**config.mk**
```make
export PLATFORM = sky130hd
export DESIGN_NAME = dbc_counter
export DESIGN_NICKNAME = d
export VERILOG_FILES = /design/src/logic/dbc_pkg.sv /design/src/logic/dbc_counter.sv
export SDC_FILE = /design/constraint.sdc
export NUM_CORES = 1
export LEC_CHECK = 0
export BUFFER_PORTS_ARGS = -buffer_cell sky130_fd_sc_hd__buf_2
export CAP_MARGIN = 10
export CORE_MARGIN = 1.5
export CORE_UTILIZATION = 26
export CTS_CLUSTER_DIAMETER = 100
export CTS_CLUSTER_SIZE = 24
export DETAILED_ROUTE_END_ITERATION = 10
export SYNTH_ARGS = -nofsm -noshare
export SYNTH_HDL_FRONTEND = slang
export SYNTH_SLANG_ARGS = --single-unit
export TNS_END_PERCENT = 20
```
**constraint.sdc**
```tcl
create_clock -name i_clk -period 4.6 [get_ports i_clk]
set_clock_uncertainty 0.1 [all_clocks]
set_input_delay 0.46 -clock i_clk [delete_from_list [all_inputs] [get_ports i_clk]]
set_output_delay 0.46 -clock i_clk [all_outputs]
set_load 0.01 [all_outputs]
```
**src/logic/dbc_pkg.sv**
```systemverilog
// Constants for the DMA byte counter block.
// Assumes a 25 MHz controller clock and a byte-wide register port.
package dbc_pkg;
    // ========================================
    // Register map
    localparam logic [7:0]  CMD_OFFSET       = 8'h30;
    localparam logic [7:0]  COUNT_OFFSET_B0  = 8'h34;
    localparam logic [7:0]  COUNT_OFFSET_B1  = 8'h35;
    localparam logic [7:0]  COUNT_OFFSET_B2  = 8'h36;
    localparam logic [7:0]  COUNT_OFFSET_B3  = 8'h37;
    localparam logic [31:0] COUNT_RESET      = 32'h00000000;
    localparam logic [7:0]  CMD_READ_VALUE   = 8'hff;
    localparam logic [7:0]  UNMAPPED_VALUE   = 8'h00;
    // ========================================
    // Commands
    localparam logic [7:0]  BUS_TO_BUFFER_TRANSFER_CMD = 8'h00;
    localparam logic [7:0]  BUFFER_TO_BUS_TRANSFER_CMD = 8'h01;
    localparam logic [7:0]  STOP_TRANSFER_CMD          = 8'h13;
    // ========================================
    // Timing
    localparam int CLK_PERIOD_NS   = 40;
    localparam int FIFO_DELAY_NS   = 60;
    // Longest time, rounded down, at least one cycle
    localparam int FIFO_DELAY_CYC  =
        (FIFO_DELAY_NS / CLK_PERIOD_NS) < 1 ? 1 :
        (FIFO_DELAY_NS / CLK_PERIOD_NS);
    localparam int FIFO_DEPTH      = 8;
    typedef enum logic [2:0] {
        DBC_IDLE = 3'b001,
        DBC_IN   = 3'b010,
        DBC_OUT  = 3'b100
    } dbc_state_t;
endpackage

```
**src/logic/dbc_counter.sv**
```systemverilog
// DMA byte counter with its byte FIFO between DMA bus and endpoint buffer.
// Assumes DMA bus strobes come from logic on i_clk, and the endpoint
// buffer accepts a byte whenever o_buf_wr_valid is high on IN transfers.
//
// Local design decision: the strobed register port.
`timescale 1ns/1ns

// Notes on behaviour
// RULE_01: Software loads a 32-bit byte total first; device holds it.
// RULE_02: Reading the counter during a transfer returns bytes not yet moved.
// RULE_03: IN transfers pass through a FIFO of at most eight bytes.
// RULE_04: IN bytes reach the endpoint buffer within 60 ns of entering FIFO.
// RULE_05: OUT buffer contents stay valid until the FIFO is fully drained.
// RULE_06: Counter keeps decrementing and wraps past zero, never saturates.
// RULE_07: Counter sits at 0x34 as four bytes, top byte holds bits 31:24.
// RULE_08: Command 0x00 moves bus to buffer, 0x01 buffer to bus.
// RULE_09: Counter drops by one in the cycle each DMA byte completes.
module dbc_counter #(
    parameter int DEPTH = dbc_pkg::FIFO_DEPTH
) (
    input  wire logic       i_clk,
    input  wire logic       i_reset_n,
    input  wire logic       i_clk_en,
    input  wire logic       i_usb_bus_reset,
    input  wire logic [7:0] i_addr,
    input  wire logic [7:0] i_wdata,
    input  wire logic       i_wr,
    input  wire logic       i_rd,
    output logic      [7:0] o_rdata,
    input  wire logic [7:0] i_dma_wdata,
    input  wire logic       i_dma_wr,
    output logic      [7:0] o_dma_rdata,
    input  wire logic       i_dma_rd,
    output logic            o_dma_rd_valid,
    output logic            o_dma_wr_ready,
    output logic      [7:0] o_buf_wr_data,
    output logic            o_buf_wr_valid,
    input  wire logic [7:0] i_buf_rd_data,
    input  wire logic       i_buf_rd_avail,
    output logic            o_buf_rd_take,
    output logic            o_buf_hold,
    output logic            o_busy
);
    localparam int AW = $clog2(DEPTH);

    // ========================================
    // Registers and state
    logic [31:0]              count;
    dbc_pkg::dbc_state_t      state;
    logic [7:0]               fifo_mem [DEPTH];
    logic [AW-1:0]            wr_ptr;
    logic [AW-1:0]            rd_ptr;
    logic [AW:0]              fill;
    logic [7:0]               next_rdata;

    wire cmd_wr   = i_wr && i_addr == dbc_pkg::CMD_OFFSET;
    wire in_push  = state == dbc_pkg::DBC_IN && i_dma_wr &&
                    fill < (AW+1)'(DEPTH);
    // IN drain: one byte per cycle toward the endpoint buffer
    wire in_pop   = state == dbc_pkg::DBC_IN && fill != '0;
    wire out_push = state == dbc_pkg::DBC_OUT && i_buf_rd_avail &&
                    fill < (AW+1)'(DEPTH);
    wire out_pop  = state == dbc_pkg::DBC_OUT && i_dma_rd && fill != '0;
    wire push     = in_push || out_push;
    wire pop      = in_pop || out_pop;
    wire dma_byte = in_push || out_pop;

    // ========================================
    // Transfer state
    always_ff @(posedge i_clk or negedge i_reset_n) begin
        if (!i_reset_n) begin
            state <= dbc_pkg::DBC_IDLE;
        end else if (i_clk_en) begin
            if (i_usb_bus_reset) begin
                state <= dbc_pkg::DBC_IDLE;
            end else if (cmd_wr) begin
                case (i_wdata)
                    dbc_pkg::BUS_TO_BUFFER_TRANSFER_CMD: begin
                        state <= dbc_pkg::DBC_IN; // RULE_08
                    end
                    dbc_pkg::BUFFER_TO_BUS_TRANSFER_CMD: begin
                        state <= dbc_pkg::DBC_OUT; // RULE_08
                    end
                    dbc_pkg::STOP_TRANSFER_CMD: begin
                        state <= dbc_pkg::DBC_IDLE;
                    end
                    default: begin
                        state <= state;
                    end
                endcase
            end
        end
    end

    // ========================================
    // Byte counter
    // Byte-wide writes; a write beats a same-cycle decrement
    always_ff @(posedge i_clk or negedge i_reset_n) begin
        if (!i_reset_n) begin
            count <= dbc_pkg::COUNT_RESET;
        end else if (i_clk_en) begin
            if (i_usb_bus_reset) begin
                count <= dbc_pkg::COUNT_RESET;
            end else if (i_wr && i_addr == dbc_pkg::COUNT_OFFSET_B0) begin
                count[7:0] <= i_wdata; // RULE_01
            end else if (i_wr && i_addr == dbc_pkg::COUNT_OFFSET_B1) begin
                count[15:8] <= i_wdata; // RULE_01
            end else if (i_wr && i_addr == dbc_pkg::COUNT_OFFSET_B2) begin
                count[23:16] <= i_wdata; // RULE_07
            end else if (i_wr && i_addr == dbc_pkg::COUNT_OFFSET_B3) begin
                count[31:24] <= i_wdata; // RULE_07
            end else if (dma_byte) begin
                // Plain modular subtract, wraps at zero
                count <= count - 32'h00000001; // RULE_06 RULE_09
            end
        end
    end

    // ========================================
    // Byte FIFO
    always_ff @(posedge i_clk) begin
        if (i_clk_en && push) begin
            fifo_mem[wr_ptr] <= in_push ? i_dma_wdata : i_buf_rd_data;
        end
    end

    always_ff @(posedge i_clk or negedge i_reset_n) begin
        if (!i_reset_n) begin
            wr_ptr <= '0;
            rd_ptr <= '0;
            fill   <= '0;
        end else if (i_clk_en) begin
            if (i_usb_bus_reset || (cmd_wr && state == dbc_pkg::DBC_IDLE))
            begin
                wr_ptr <= '0;
                rd_ptr <= '0;
                fill   <= '0;
            end else begin
                if (push) begin
                    wr_ptr <= AW'((32'(wr_ptr) + 1) % DEPTH); // RULE_03
                end
                if (pop) begin
                    rd_ptr <= AW'((32'(rd_ptr) + 1) % DEPTH);
                end
                fill <= fill + (AW+1)'(push) - (AW+1)'(pop);
            end
        end
    end

    // ========================================
    // Outputs
    always_ff @(posedge i_clk or negedge i_reset_n) begin
        if (!i_reset_n) begin
            o_buf_wr_data  <= 8'h00;
            o_buf_wr_valid <= 1'b0;
            o_dma_rdata    <= 8'h00;
            o_dma_rd_valid <= 1'b0;
        end else if (i_clk_en) begin
            o_buf_wr_valid <= in_pop; // RULE_04
            o_dma_rd_valid <= out_pop;
            if (pop) begin
                o_buf_wr_data <= fifo_mem[rd_ptr];
                o_dma_rdata   <= fifo_mem[rd_ptr];
            end
        end
    end

    always_ff @(posedge i_clk or negedge i_reset_n) begin
        if (!i_reset_n) begin
            o_dma_wr_ready <= 1'b0;
            o_buf_rd_take  <= 1'b0;
            o_buf_hold     <= 1'b0;
            o_busy         <= 1'b0;
        end else if (i_clk_en) begin
            o_dma_wr_ready <= state == dbc_pkg::DBC_IN &&
                              fill + (AW+1)'(push) < (AW+1)'(DEPTH);
            o_buf_rd_take  <= out_push;
            // Buffer stays uncleared while OUT bytes remain
            o_buf_hold     <= state == dbc_pkg::DBC_OUT ||
                              fill != '0; // RULE_05
            o_busy         <= state != dbc_pkg::DBC_IDLE;
        end
    end

    // ========================================
    // Register read
    always_comb begin
        case (i_addr)
            dbc_pkg::COUNT_OFFSET_B0: next_rdata = count[7:0]; // RULE_02
            dbc_pkg::COUNT_OFFSET_B1: next_rdata = count[15:8];
            dbc_pkg::COUNT_OFFSET_B2: next_rdata = count[23:16];
            dbc_pkg::COUNT_OFFSET_B3: next_rdata = count[31:24];
            dbc_pkg::CMD_OFFSET:      next_rdata = dbc_pkg::CMD_READ_VALUE;
            default:                  next_rdata = dbc_pkg::UNMAPPED_VALUE;
        endcase
    end

    always_ff @(posedge i_clk or negedge i_reset_n) begin
        if (!i_reset_n) begin
            o_rdata <= 8'h00;
        end else if (i_clk_en && i_rd) begin
            o_rdata <= next_rdata;
        end
    end

    // ========================================
    // Checks
    count_load_a: assert property (@(posedge i_clk) // RULE_01
        disable iff (!i_reset_n)
        i_clk_en && !i_usb_bus_reset && i_wr &&
        i_addr == dbc_pkg::COUNT_OFFSET_B3
        |=> count[31:24] == $past(i_wdata))
        else $error("top count byte not loaded");
    count_read_a: assert property (@(posedge i_clk) // RULE_02
        disable iff (!i_reset_n)
        i_clk_en && i_rd && i_addr == dbc_pkg::COUNT_OFFSET_B0
        |=> o_rdata == $past(count[7:0]))
        else $error("count read wrong");
    fifo_bound_a: assert property (@(posedge i_clk) // RULE_03
        disable iff (!i_reset_n)
        fill <= (AW+1)'(DEPTH))
        else $error("fifo over depth");
    in_drain_a: assert property (@(posedge i_clk) // RULE_04
        disable iff (!i_reset_n)
        i_clk_en && in_push |=> ##[0:3] o_buf_wr_valid)
        else $error("in byte not drained");
    out_hold_a: assert property (@(posedge i_clk) // RULE_05
        disable iff (!i_reset_n)
        i_clk_en && fill != '0 |=> o_buf_hold)
        else $error("buffer released early");
    count_wrap_a: assert property (@(posedge i_clk) // RULE_06
        disable iff (!i_reset_n)
        i_clk_en && !i_usb_bus_reset && !i_wr && dma_byte &&
        count == 32'h00000000
        |=> count == 32'hffffffff)
        else $error("counter did not wrap");
    cmd_start_a: assert property (@(posedge i_clk) // RULE_08
        disable iff (!i_reset_n)
        i_clk_en && !i_usb_bus_reset && cmd_wr &&
        i_wdata == dbc_pkg::BUFFER_TO_BUS_TRANSFER_CMD
        |=> state == dbc_pkg::DBC_OUT ##1 (o_busy || !i_clk_en))
        else $error("out command not started");
    count_step_a: assert property (@(posedge i_clk) // RULE_09
        disable iff (!i_reset_n)
        i_clk_en && !i_usb_bus_reset && !i_wr && dma_byte
        |=> count == $past(count) - 32'h00000001)
        else $error("count step wrong");

    // ========================================
    // Checks on enable, reset and handshake outputs
    // Low enable must freeze everything, bus reset included
    freeze_state_a: assert property (@(posedge i_clk) // RULE_01
        disable iff (!i_reset_n)
        !i_clk_en |=> $stable(count) && $stable(state) &&
        $stable(fill))
        else $error("state moved while frozen");
    idle_count_a: assert property (@(posedge i_clk) // RULE_01
        disable iff (!i_reset_n)
        i_clk_en && state == dbc_pkg::DBC_IDLE && !i_wr &&
        !i_usb_bus_reset |=> count == $past(count))
        else $error("idle count drifted");
    bus_reset_a: assert property (@(posedge i_clk) // RULE_07
        disable iff (!i_reset_n)
        i_clk_en && i_usb_bus_reset |=> count == dbc_pkg::COUNT_RESET &&
        state == dbc_pkg::DBC_IDLE)
        else $error("bus reset did not clear");
    ready_full_a: assert property (@(posedge i_clk) // RULE_03
        disable iff (!i_reset_n)
        i_clk_en && fill == (AW+1)'(DEPTH) |=> !o_dma_wr_ready)
        else $error("ready while fifo full");
    // A held IN byte must leave on the very next edge
    drain_pace_a: assert property (@(posedge i_clk) // RULE_04
        disable iff (!i_reset_n)
        i_clk_en && state == dbc_pkg::DBC_IN && fill != '0
        |=> o_buf_wr_valid)
        else $error("in byte held too long");
    hold_out_a: assert property (@(posedge i_clk) // RULE_05
        disable iff (!i_reset_n)
        i_clk_en && state == dbc_pkg::DBC_OUT |=> o_buf_hold)
        else $error("buffer released in out");
    take_pulse_a: assert property (@(posedge i_clk) // RULE_05
        disable iff (!i_reset_n)
        i_clk_en |=> o_buf_rd_take == $past(out_push))
        else $error("take pulse wrong");
    rd_valid_a: assert property (@(posedge i_clk) // RULE_09
        disable iff (!i_reset_n)
        i_clk_en |=> o_dma_rd_valid == $past(out_pop))
        else $error("out valid pulse wrong");
    in_start_a: assert property (@(posedge i_clk) // RULE_08
        disable iff (!i_reset_n)
        i_clk_en && !i_usb_bus_reset && cmd_wr &&
        i_wdata == dbc_pkg::BUS_TO_BUFFER_TRANSFER_CMD
        |=> state == dbc_pkg::DBC_IN)
        else $error("in command not started");
    stop_idle_a: assert property (@(posedge i_clk) // RULE_08
        disable iff (!i_reset_n)
        i_clk_en && cmd_wr && i_wdata == dbc_pkg::STOP_TRANSFER_CMD
        |=> state == dbc_pkg::DBC_IDLE)
        else $error("stop did not idle");
    busy_flag_a: assert property (@(posedge i_clk) // RULE_08
        disable iff (!i_reset_n)
        i_clk_en |=> o_busy == ($past(state) != dbc_pkg::DBC_IDLE))
        else $error("busy flag wrong");
endmodule

```
==> run_results.csv, run 1 <==
group,metric,value,unit
pwr,cell_internal_pwr,2.17,mW
yosys,ys_ff_latch,131,
setup_path,critical_path.top_delay_family,"simple AND/OR/NAND/NOR gates",
clock_network,clkLatencyLatePin,0.43,ns
die,die_w,167,um
sta,worstMarginPinSlew,1.17,ns
yosys,synth_top_area_frac,0.276,
yosys,synth_warnings,0,
finish,n_antenna_cell,0,
clock_network,post_cts_resized,0,
sta,rsz0062_at_grt,"false",
yosys,syn_nets,674,
place,hpwl,12900,um
clock_network,cts_buffer_depth,2,
finish,fin_nets,724,
yosys,yosys.area.top_type,"edfxtp_1",
sta,hold_viol,0,
setup_path,cp_data_required_time,4.54,ns
sta,max_slew_margin,0.216,
drt,drtPass1Iterations,8,
pwr,power_frac_seq,0.428,
setup_path,r2r_slack,1.79,ns
yosys,syn_area,6960,um^2
clock_network,numClockSinks,131,
clock_network,cts_setup_buffers,0,
setup_path,arrival,2.76,ns
drt,viasPerCell,5.29,
drt,vias,5417,
clock_network,cts_max_level,4,
clock_network,cts_hold_buf,0,
finish,finish.utilization,0.311,
yosys,async_flop_share,0.511,
place,dp.cells,991,
status,violations,"DRC",
finish,area_growth,17.0,%
global_routing,grt_pass1_wl,29900,um
drt,drtIter0Drc,543,
drt,drt_wl_total,18700,um
pwr,switching_power,0.967,mW
clock_network,cts_tree,"built",
global_routing,overflow,0,
die,ios,71,
finish,drive_above_1_share,0.225,
job,maxCapViolCount,0,
sta,fin_crit_sh,0.612,
drt,antenna_left,0,
clock_network,clk_pin_slew,0.07,ns
setup_path,cp.buffers_inverters,0,
finish,multi_input_area,3090,um^2
pwr,comb_power_share,0.136,
setup_path,cp-start-kind,"flop",
die,die_area,27800,um^2
drt,drc,5,
yosys,synth_area_leaders,"edfxtp_1, dfrtp_1, mux4_2",
yosys,synthTopCellsByCount,"nand2_1, dfrtp_1, edfxtp_1",
hold_path,hp-class,"in2async",
yosys,synth.distinct_cells,81,
die,row_count,59,
clock_network,root_buffer,"clkbuf_16",
drt,wl_per_cell,18.3,um
clock_network,cts_buffers,17,
pwr,switching_share,0.308,
yosys,ys_seq_area_frac,0.517,
yosys,postSynthCellCount,626,
sta,final-setup-viol-count,0,
pwr,pwr_density_cell,386,nW/um^2
global_routing,antenna_found_initial,0,
die,core_area,26200,um^2
global_routing,grt_usage,0.139,
setup_path,end_kind,"flop",
pwr,leakagePower,3.06,nW
yosys,avgSynthCellArea,11.1,um^2
setup_path,path_class,"reg2reg",
setup_path,slowest_stage,"nor3_1",
finish,seq_area,3600,um^2
place,port_buffers,70,
die,die_height,167,um
place,place_area,7530,um^2
yosys,synth_edf_count,64,
yosys,ys.flop_type,"dfrtp_1",
sta,post-route-min-period,2.81,ns
sta,max_freq,355,MHz
place,gp_congestion,0.909,
sta,final_max_slew_viol_count,0,
die,start_util,0.266,
pwr,irDropWorstVdd,245,uV
global_routing,grt_max_degree,38,
setup_path,slowest_delay,0.93,ns
sta,holdWs,0.0656,ns
finish,fin_cells,1024,
pwr,p_clk_frac,0.437,
sta,final.setup.tns,0,ns
setup_path,path_max_fanout,11,
yosys,yosysMostFrequentCell,"nand2_1",
global_routing,grt_pass1_vias,5250,
setup_path,path_cells,"nand3b_1 -> a21boi_1 -> nand3_1 -> nor3_1",
finish,finalInstanceArea,8150,um^2
status,status,"finished with violations",
finish,final.fill_count,2644,
[routing by layer]
metal / part of all wire / GRT usage
met3: 0.062 / 0.0304
met1: 0.46 / 0.189
met4: 0.024 / 0.0585
met2: 0.46 / 0.213
met5: 0 / 0
[final timing paths]
kind | from | to | depth (start not counted)
max | state[1] | fifo_mem[4][6] | 4
min | i_reset_n | count[23] | 1
max reg2reg | state[1] | fifo_mem[4][6] | 4
min reg2reg | o_buf_hold | o_buf_hold | 1
max in group asynchronous | i_reset_n | state[0] | 2
min in group i_clk | i_buf_rd_avail | o_buf_rd_take | 3
[cells by family after synthesis]
kind of cell | share of synthesized area
AOI/OAI and AO/OA | 0.163
xor gates and xnor gates | 0.00629
adders and majority gates | 0.0126
buffers and inverters | 0.0401
DFF | 0.517
muxes | 0.0798
and+or+nand+nor | 0.181
[through the flow]
step | setup slack, ns | power, mW
floorplan | 2.29 | 1.65
global placement | 1.79 | 1.78
detailed placement | 1.78 | 1.79
CTS | 1.70 | 3.16
global route | 1.59 | 3.27
finish | 1.79 | 3.14
[state kept, by name (all words and copies together), names as in the netlist]
register        count
fifo_mem           64
rd_ptr              3
o_busy              1
wr_ptr              3
o_buf_rd_take       1
o_rdata             8
o_dma_rd_valid      1
o_buf_hold          1
o_buf_wr_valid      1
o_buf_wr_data       8
state               3
fill                4
o_dma_wr_ready      1
count              32
[layout by cell type (no fill, tap or decap), types with 5 or more instances in the layout]
cell type and n:
nand3b_1 5, dfrtp_1 66, a32oi_1 12, nor3_1 14, ha_1 7, edfxtp_1 64
nand2_1 83, and3_1 5, a31oi_1 15, or3_1 6, mux4_2 23, buf_2 71
o22ai_1 7, inv_8 5, nor2_1 42, clkinv_8 5, o311ai_0 6, o211ai_1 5
clkbuf_16 17, o21ai_0 46, nor4_1 10, nand2b_1 6, a22oi_1 6, and2_1 7
nand3_1 15, inv_1 13, a21oi_1 24
[area by class of cell]
class,count,share of cell area
Sequential cell,131,0.442
Multi-Input combinational cell,437,0.379
Clock buffer,17,0.0522
Tap cell,335,0.0515
Timing Repair Buffer,74,0.0464
Clock inverter,15,0.0223
Inverter,15,0.00691
[power by group through the flow]
stage | Sequential, mW | Clock [mW] | Combinational, mW
final | 1.34 | 1.37 | 0.426
after global routing | 1.35 | 1.44 | 0.473
after CTS | 1.34 | 1.39 | 0.423
after detailed placement | 1.37 | 0 | 0.420
after global placement | 1.37 | 0 | 0.418
after floorplan | 1.35 | 0 | 0.303
Note: power is estimated with default switching activity, not from simulation.
==> run 2: changes to the inputs <==
==> constraint.sdc (replaced) <==
create_clock -name i_clk -period 2.3 [get_ports i_clk]
set_clock_uncertainty 0.1 [all_clocks]
set_input_delay 0.23 -clock i_clk [delete_from_list [all_inputs] [get_ports i_clk]]
set_output_delay 0.23 -clock i_clk [all_outputs]
set_load 0.01 [all_outputs]
==> run 2 against run 1 <==
The run still ends with DRC left. Cell count grew 4.7%. First-iteration DRC count decreased by 7.0%. Largest power group unchanged. Combinational power up 130%. Cell area grew 4.9%. Utilization rose by 1.5 points. Worst hold slack got worse by 0.035 ns. Sequential power rose by 100%. Clock power is 100% higher. Sequential share of layout area is 2.1 points lower.
==> run_results.csv, run 2 (synthesis results as in run 1) <==
group,metric,value,unit
status,status,"finished with violations",
status,violations,"DRC",
setup_path,path_max_fanout,9,
drt,drt_wl_total,19800,um
finish,largest_reg_flops,64,
place,dp.cells,1038,
place,hpwl,13800,um
pwr,switching_power,1.97,mW
die,die_height,167,um
pwr,comb_power_share,0.154,
sta,rsz0062_at_grt,"true",
finish,reg_top3,"fifo_mem: 64 flops, count: 32 flops",
pwr,power_frac_seq,0.418,
sta,hold_viol,0,
sta,final_max_slew_viol_count,0,
drt,drc,5,
setup_path,arrival,2.39,ns
clock_network,cts_buffer_depth,2,
finish,multi_input_area,3100,um^2
sta,post-route-min-period,2.19,ns
setup_path,end_kind,"flop",
clock_network,cts_buffers,17,
sta,final-setup-viol-count,0,
place,place_area,7910,um^2
drt,drtPass1Iterations,11,
setup_path,cp-start-kind,"flop",
sta,max_freq,456,MHz
drt,viasPerCell,5.32,
clock_network,root_buffer,"clkbuf_16",
die,die_w,167,um
global_routing,grt_pass1_vias,5299,
die,die_area,27800,um^2
finish,mostFrequentLayoutCell,"nand2_1",
job,maxCapViolCount,0,
setup_path,cp_data_required_time,2.49,ns
finish,drive_above_1_share,0.280,
die,start_util,0.266,
clock_network,clk_pin_slew,0.07,ns
place,port_buffers,70,
pwr,p_total,6.41,mW
finish,area_growth,22.7,%
finish,n_antenna_cell,0,
global_routing,grt_max_degree,41,
finish,final.fill_count,2584,
finish,fin_nets,772,
global_routing,grt_pass1_wl,31000,um
pwr,p_clk_frac,0.428,
clock_network,clkLatencyLatePin,0.44,ns
pwr,switching_share,0.307,
global_routing,antenna_found_initial,0,
sta,holdWs,0.0307,ns
setup_path,path_class,"reg2reg",
finish,finish.utilization,0.326,
finish,regMostFlops,"fifo_mem",
pwr,cell_internal_pwr,4.44,mW
global_routing,grt_usage,0.146,
hold_path,hp-class,"in2reg",
finish,final_cell_mix,"nand2_1, buf_2, dfrtp_1",
finish,fin_cells,1072,
sta,fin_crit_sh,0.954,
place,gp_congestion,0.877,
sta,max_slew_margin,0.446,
clock_network,cts_tree,"built",
die,row_count,59,
drt,antenna_left,0,
finish,finalInstanceArea,8550,um^2
pwr,leakagePower,3.31,nW
die,ios,71,
drt,drtIter0Drc,505,
finish,seq_area,3600,um^2
pwr,pwr_density_cell,750,nW/um^2
drt,vias,5701,
clock_network,numClockSinks,131,
pwr,irDropWorstVdd,497,uV
sta,worstMarginPinSlew,0.831,ns
clock_network,cts_max_level,4,
die,core_area,26200,um^2
global_routing,overflow,0,
drt,wl_per_cell,18.5,um
## run 2: cell type report
| cell class | count | share of cell area |
|---|---|---|
| Sequential cell | 131 | 0.421 |
| Inverter | 15 | 0.00659 |
| Clock buffer | 17 | 0.0498 |
| Clock inverter | 15 | 0.0217 |
| Tap cell | 335 | 0.0490 |
| Multi-Input combinational cell | 437 | 0.363 |
| Timing Repair Buffer | 122 | 0.0887 |
## run 2: what timing repair did
| item | 4_1_cts | 5_1_grt |
|---|---|---|
| setup buffers | 0 | 1 |
| hold buffers | 1 | 0 |
| gates resized for setup | 0 | 4 |
| setup endpoints to repair | 0 | 8 |
| endpoints found under the hold margin | 27 | 0 |
## run 2: worst paths after layout
kind	from	endpoint	slack, ns	cells past startpoint
setup / recovery	state[1]	count[9]	0.11	5
hold / removal	i_buf_rd_avail	o_buf_rd_take	0.03	3
setup reg to reg	state[1]	count[9]	0.11	5
hold reg to reg	o_buf_hold	o_buf_hold	0.38	1
max in group asynchronous	i_reset_n	state[0]	1.32	3
min in group asynchronous	i_reset_n	count[11]	0.16	2
## run 2: critical path, cell delays in order (launching register included)
cell and delay, ns:
dfrtp_1 0.43, nand3b_4 0.19, or3_1 0.41, a22o_1 0.36, o311ai_0 0.40, o21ai_0 0.16
## run 2: per-layer routing
layer / GRT usage / up-vias / wire, um
met1: 0.199 / 2795 / 8830
met3: 0.0318 / 43 / 1340
li1: - / 2617 / -
met5: 0 / - / 0
met2: 0.219 / 246 / 8970
met4: 0.0700 / 0 / 656
## run 2: stage by stage
step,setup TNS [ns],setup WS [ns]
final,0,0.106
after CTS,0,0.0486
after floorplan,-0.0696,-0.00871
after global placement,0,0.159
after global routing,-0.0423,-0.0423
after detailed placement,0,0.0646
## run 2: power by group through the flow
stage	clock network, mW	logic [mW]	registers (mW)
5_1_grt	2.88	1.08	2.69
2_1_floorplan	0	0.606	2.70
3_3_place_gp	0	0.965	2.72
6_report	2.74	0.986	2.68
3_5_place_dp	0	0.967	2.72
4_1_cts	2.78	0.972	2.67
==> run 3: changes to the inputs <==
--- a/config.mk
+++ b/config.mk
@@ -5,6 +5,7 @@
 export SDC_FILE = /design/constraint.sdc
 export NUM_CORES = 1
 export LEC_CHECK = 0
+export ABC_AREA = 1
 export BUFFER_PORTS_ARGS = -buffer_cell sky130_fd_sc_hd__buf_2
 export CAP_MARGIN = 10
 export CORE_MARGIN = 1.5
==> constraint.sdc (replaced) <==
create_clock -name i_clk -period 1.9 [get_ports i_clk]
set_clock_uncertainty 0.1 [all_clocks]
set_input_delay 0.19 -clock i_clk [delete_from_list [all_inputs] [get_ports i_clk]]
set_output_delay 0.19 -clock i_clk [all_outputs]
set_load 0.01 [all_outputs]
==> run 3 against run 2 <==
The flow finishes with violations (setup timing). First-iteration DRC count fell by 12%. Non-clock buffer count rose by 34. Worst hold slack got worse by 0.012 ns. Wire length rose by 6.7%. Critical path type unchanged. Critical endpoint is now fill[2]. Highest routed layer unchanged.
==> run_results.csv, run 3 <==
group,metric,value,unit
global_routing,grt_usage,0.151,
finish,regMostFlops,"fifo_mem",
sta,rsz0062_at_grt,"true",
finish,reg_top3,"fifo_mem: 64 flops, count: 32 flops",
setup_path,crit_path_frequent_cell,"ha_4",
status,violations,"setup timing",
global_routing,grt_pass1_vias,6293,
die,ios,71,
sta,max_freq,510,MHz
drt,viasPerCell,4.61,
place,gp_congestion,0.974,
drt,drt-met1-wl,9040,um
setup_path,arrival,2.16,ns
die,die_w,170,um
sta,post-route-min-period,1.96,ns
yosys,yosysMostFrequentCell,"nand2_1",
drt,route.met2.wl,10400,um
drt,vias,6491,
drt,drc,0,
die,die_area,28900,um^2
finish,area_growth,32.1,%
yosys,synth.distinct_cells,44,
drt,antenna_left,0,
clock_network,cts_tree,"built",
die,die_height,170,um
finish,largest_reg_flops,64,
setup_path,cp-start-kind,"flop",
global_routing,grt_pass1_wl,33200,um
yosys,synth_area_leaders,"edfxtp_1, dfrtp_1, nand2_1",
setup_path,cp_data_required_time,2.10,ns
yosys,postSynthCellCount,874,
finish,final.fill_count,2821,
clock_network,root_buffer,"clkbuf_16",
sta,final.setup.tns,-0.314,ns
hold_path,hp-class,"in2reg",
finish,mostFrequentLayoutCell,"nand2_1",
yosys,synth_top_area_frac,0.265,
clock_network,numClockSinks,131,
pwr,irDropWorstVdd,659,uV
clock_network,cts_buffers,17,
setup_path,path_max_fanout,3,
finish,drive_above_1_share,0.262,
yosys,synth_edf_count,64,
place,hpwl,16000,um
sta,max_slew_margin,0.671,
setup_path,end_kind,"flop",
yosys,syn_area,7240,um^2
sta,fin_crit_sh,1.03,
die,row_count,60,
sta,hold_viol,0,
place,post-place-ws,-0.187,ns
die,core_area,27200,um^2
yosys,synthTopCellsByCount,"nand2_1, nor2_1, inv_1",
drt,drt_wl_total,21100,um
finish,final_cell_mix,"nand2_1, nor2_1, inv_1, buf_2, buf_4",
sta,final-setup-viol-count,17,
yosys,ys_ff_latch,131,
place,port_buffers,70,
drt,wl_per_cell,15.0,um
die,start_util,0.267,
drt,wl_met3,1140,um
yosys,ys_seq_area_frac,0.497,
yosys,syn_nets,922,
sta,worstMarginPinSlew,0.493,ns
yosys,avgSynthCellArea,8.29,um^2
sta,setup_ws,-0.0615,ns
sta,final_max_slew_viol_count,0,
yosys,async_flop_share,0.511,
yosys,synth_warnings,0,
setup_path,path_cells,"inv_2 -> nand3_4 -> nor2_8 -> inv_4 -> nand2_4 -> ha_4 -> ha_4 -> xor2_4 -> buf_6 -> xnor2_2 -> o22ai_1",
setup_path,path_class,"reg2reg",
global_routing,overflow,0,
job,maxCapViolCount,0,
global_routing,grt_max_degree,33,
clock_network,clk_pin_slew,0.07,ns
clock_network,cts_buffer_depth,2,
yosys,yosys.area.top_type,"edfxtp_1",
setup_path,slowest_delay,0.58,ns
status,status,"finished with violations",
setup_path,slowest_stage,"dfstp_2",
drt,top_layer_used,"met4",
finish,fin_nets,1071,
drt,drtPass1Iterations,5,
global_routing,antenna_found_initial,0,
clock_network,clkLatencyLatePin,0.42,ns
clock_network,cts_max_level,4,
yosys,ys.flop_type,"dfrtp_1",
drt,drtIter0Drc,443,
pwr,pwr_density_cell,1310,nW/um^2
pwr,leakagePower,4.36,nW
finish,n_antenna_cell,0,
pwr,p_total,12.5,mW
-- run 3: changes by cell type after synthesis, sizes merged, moves of 14 or more --
cell and change:
a21oi -16, inv +69, mux2i +16, mux4 -24, nand2 +179, nand3 +49, nor2 +74, nor4 -14
o21ai +18, o22ai +24
-- run 3: power by group --
part           total, mW  leakage (nW)  internal (mW)  switching, mW
clock network       3.23         0.284           1.76           1.47
registers           4.06          1.47           3.46          0.603
logic               5.21          2.61           1.95           3.26
total               12.5          4.36           7.17           5.34
-- run 3: final cells by class --
type                            count  area [um^2]  area share
Clock buffer                       17          425      0.0445
Clock inverter                     15          153      0.0160
Inverter                           87          344      0.0360
Multi-Input combinational cell    630         3450       0.361
Sequential cell                   131         3600       0.376
Tap cell                          372          465      0.0487
Timing Repair Buffer              156         1130       0.118
-- run 3: kinds of logic (layout without fill, tap and decap cells) --
kind of cell | after synthesis | in the layout | synth area share
compound gates | 125 | 125 | 0.0998
xor+xnor | 15 | 15 | 0.0181
fa+ha+maj | 7 | 7 | 0.0121
buf+inv | 113 | 275 | 0.0679
flops | 131 | 131 | 0.497
mux | 16 | 16 | 0.0221
simple gates | 467 | 467 | 0.283
-- run 3: path summary, 6_finish.rpt --
path	startpoint	cells after the start	slack (ns)	to
min in group asynchronous	i_reset_n	2	0.16	o_rdata[0]
worst max register to register	state[0]	11	-0.06	fill[2]
max in group asynchronous	i_reset_n	3	1.01	count[13]
worst max-delay path	state[0]	11	-0.06	fill[2]
worst min-delay path	i_wdata[5]	5	0.02	count[21]
worst min register to register	o_rdata[7]	2	0.38	o_rdata[7]
-- run 3: per-layer routing --
layer / track usage / vias up
met2: 0.259 / 202
met4: 0.0527 / 0
li1: - / 3206
met1: 0.187 / 3054
met3: 0.0323 / 29
met5: 0 / -
-- run 3: worst max-delay path: cells and delay by family, from the launching register on --
kind / cells / cell delay (ns)
flops: 1 / 0.58
simple gates: 3 / 0.17
xor+xnor: 2 / 0.31
buf+inv: 3 / 0.24
compound gates: 1 / 0.10
fa+ha+maj: 2 / 0.34
-- run 3: timing repair --
action / in CTS / in global routing
cloned: 0 / 0
hold buffers: 2 / 0
pin swaps: 12 / 15
setup endpoints to repair: 77 / 115
setup buffers: 4 / 2
gates resized for setup: 33 / 37
hold endpoints to repair: 28 / 0
-- run 3: per-stage QoR --
step	hold WS, ns	area, um^2	std cells	util
after CTS	0.00119	9400	1406	0.346
after detailed placement	0.0713	8640	1368	0.318
after floorplan	-0.206	7320	874	-
final	0.0190	9570	1408	0.352
after global placement	0.0676	8640	1368	0.318
after global routing	0.0346	9570	1408	0.352
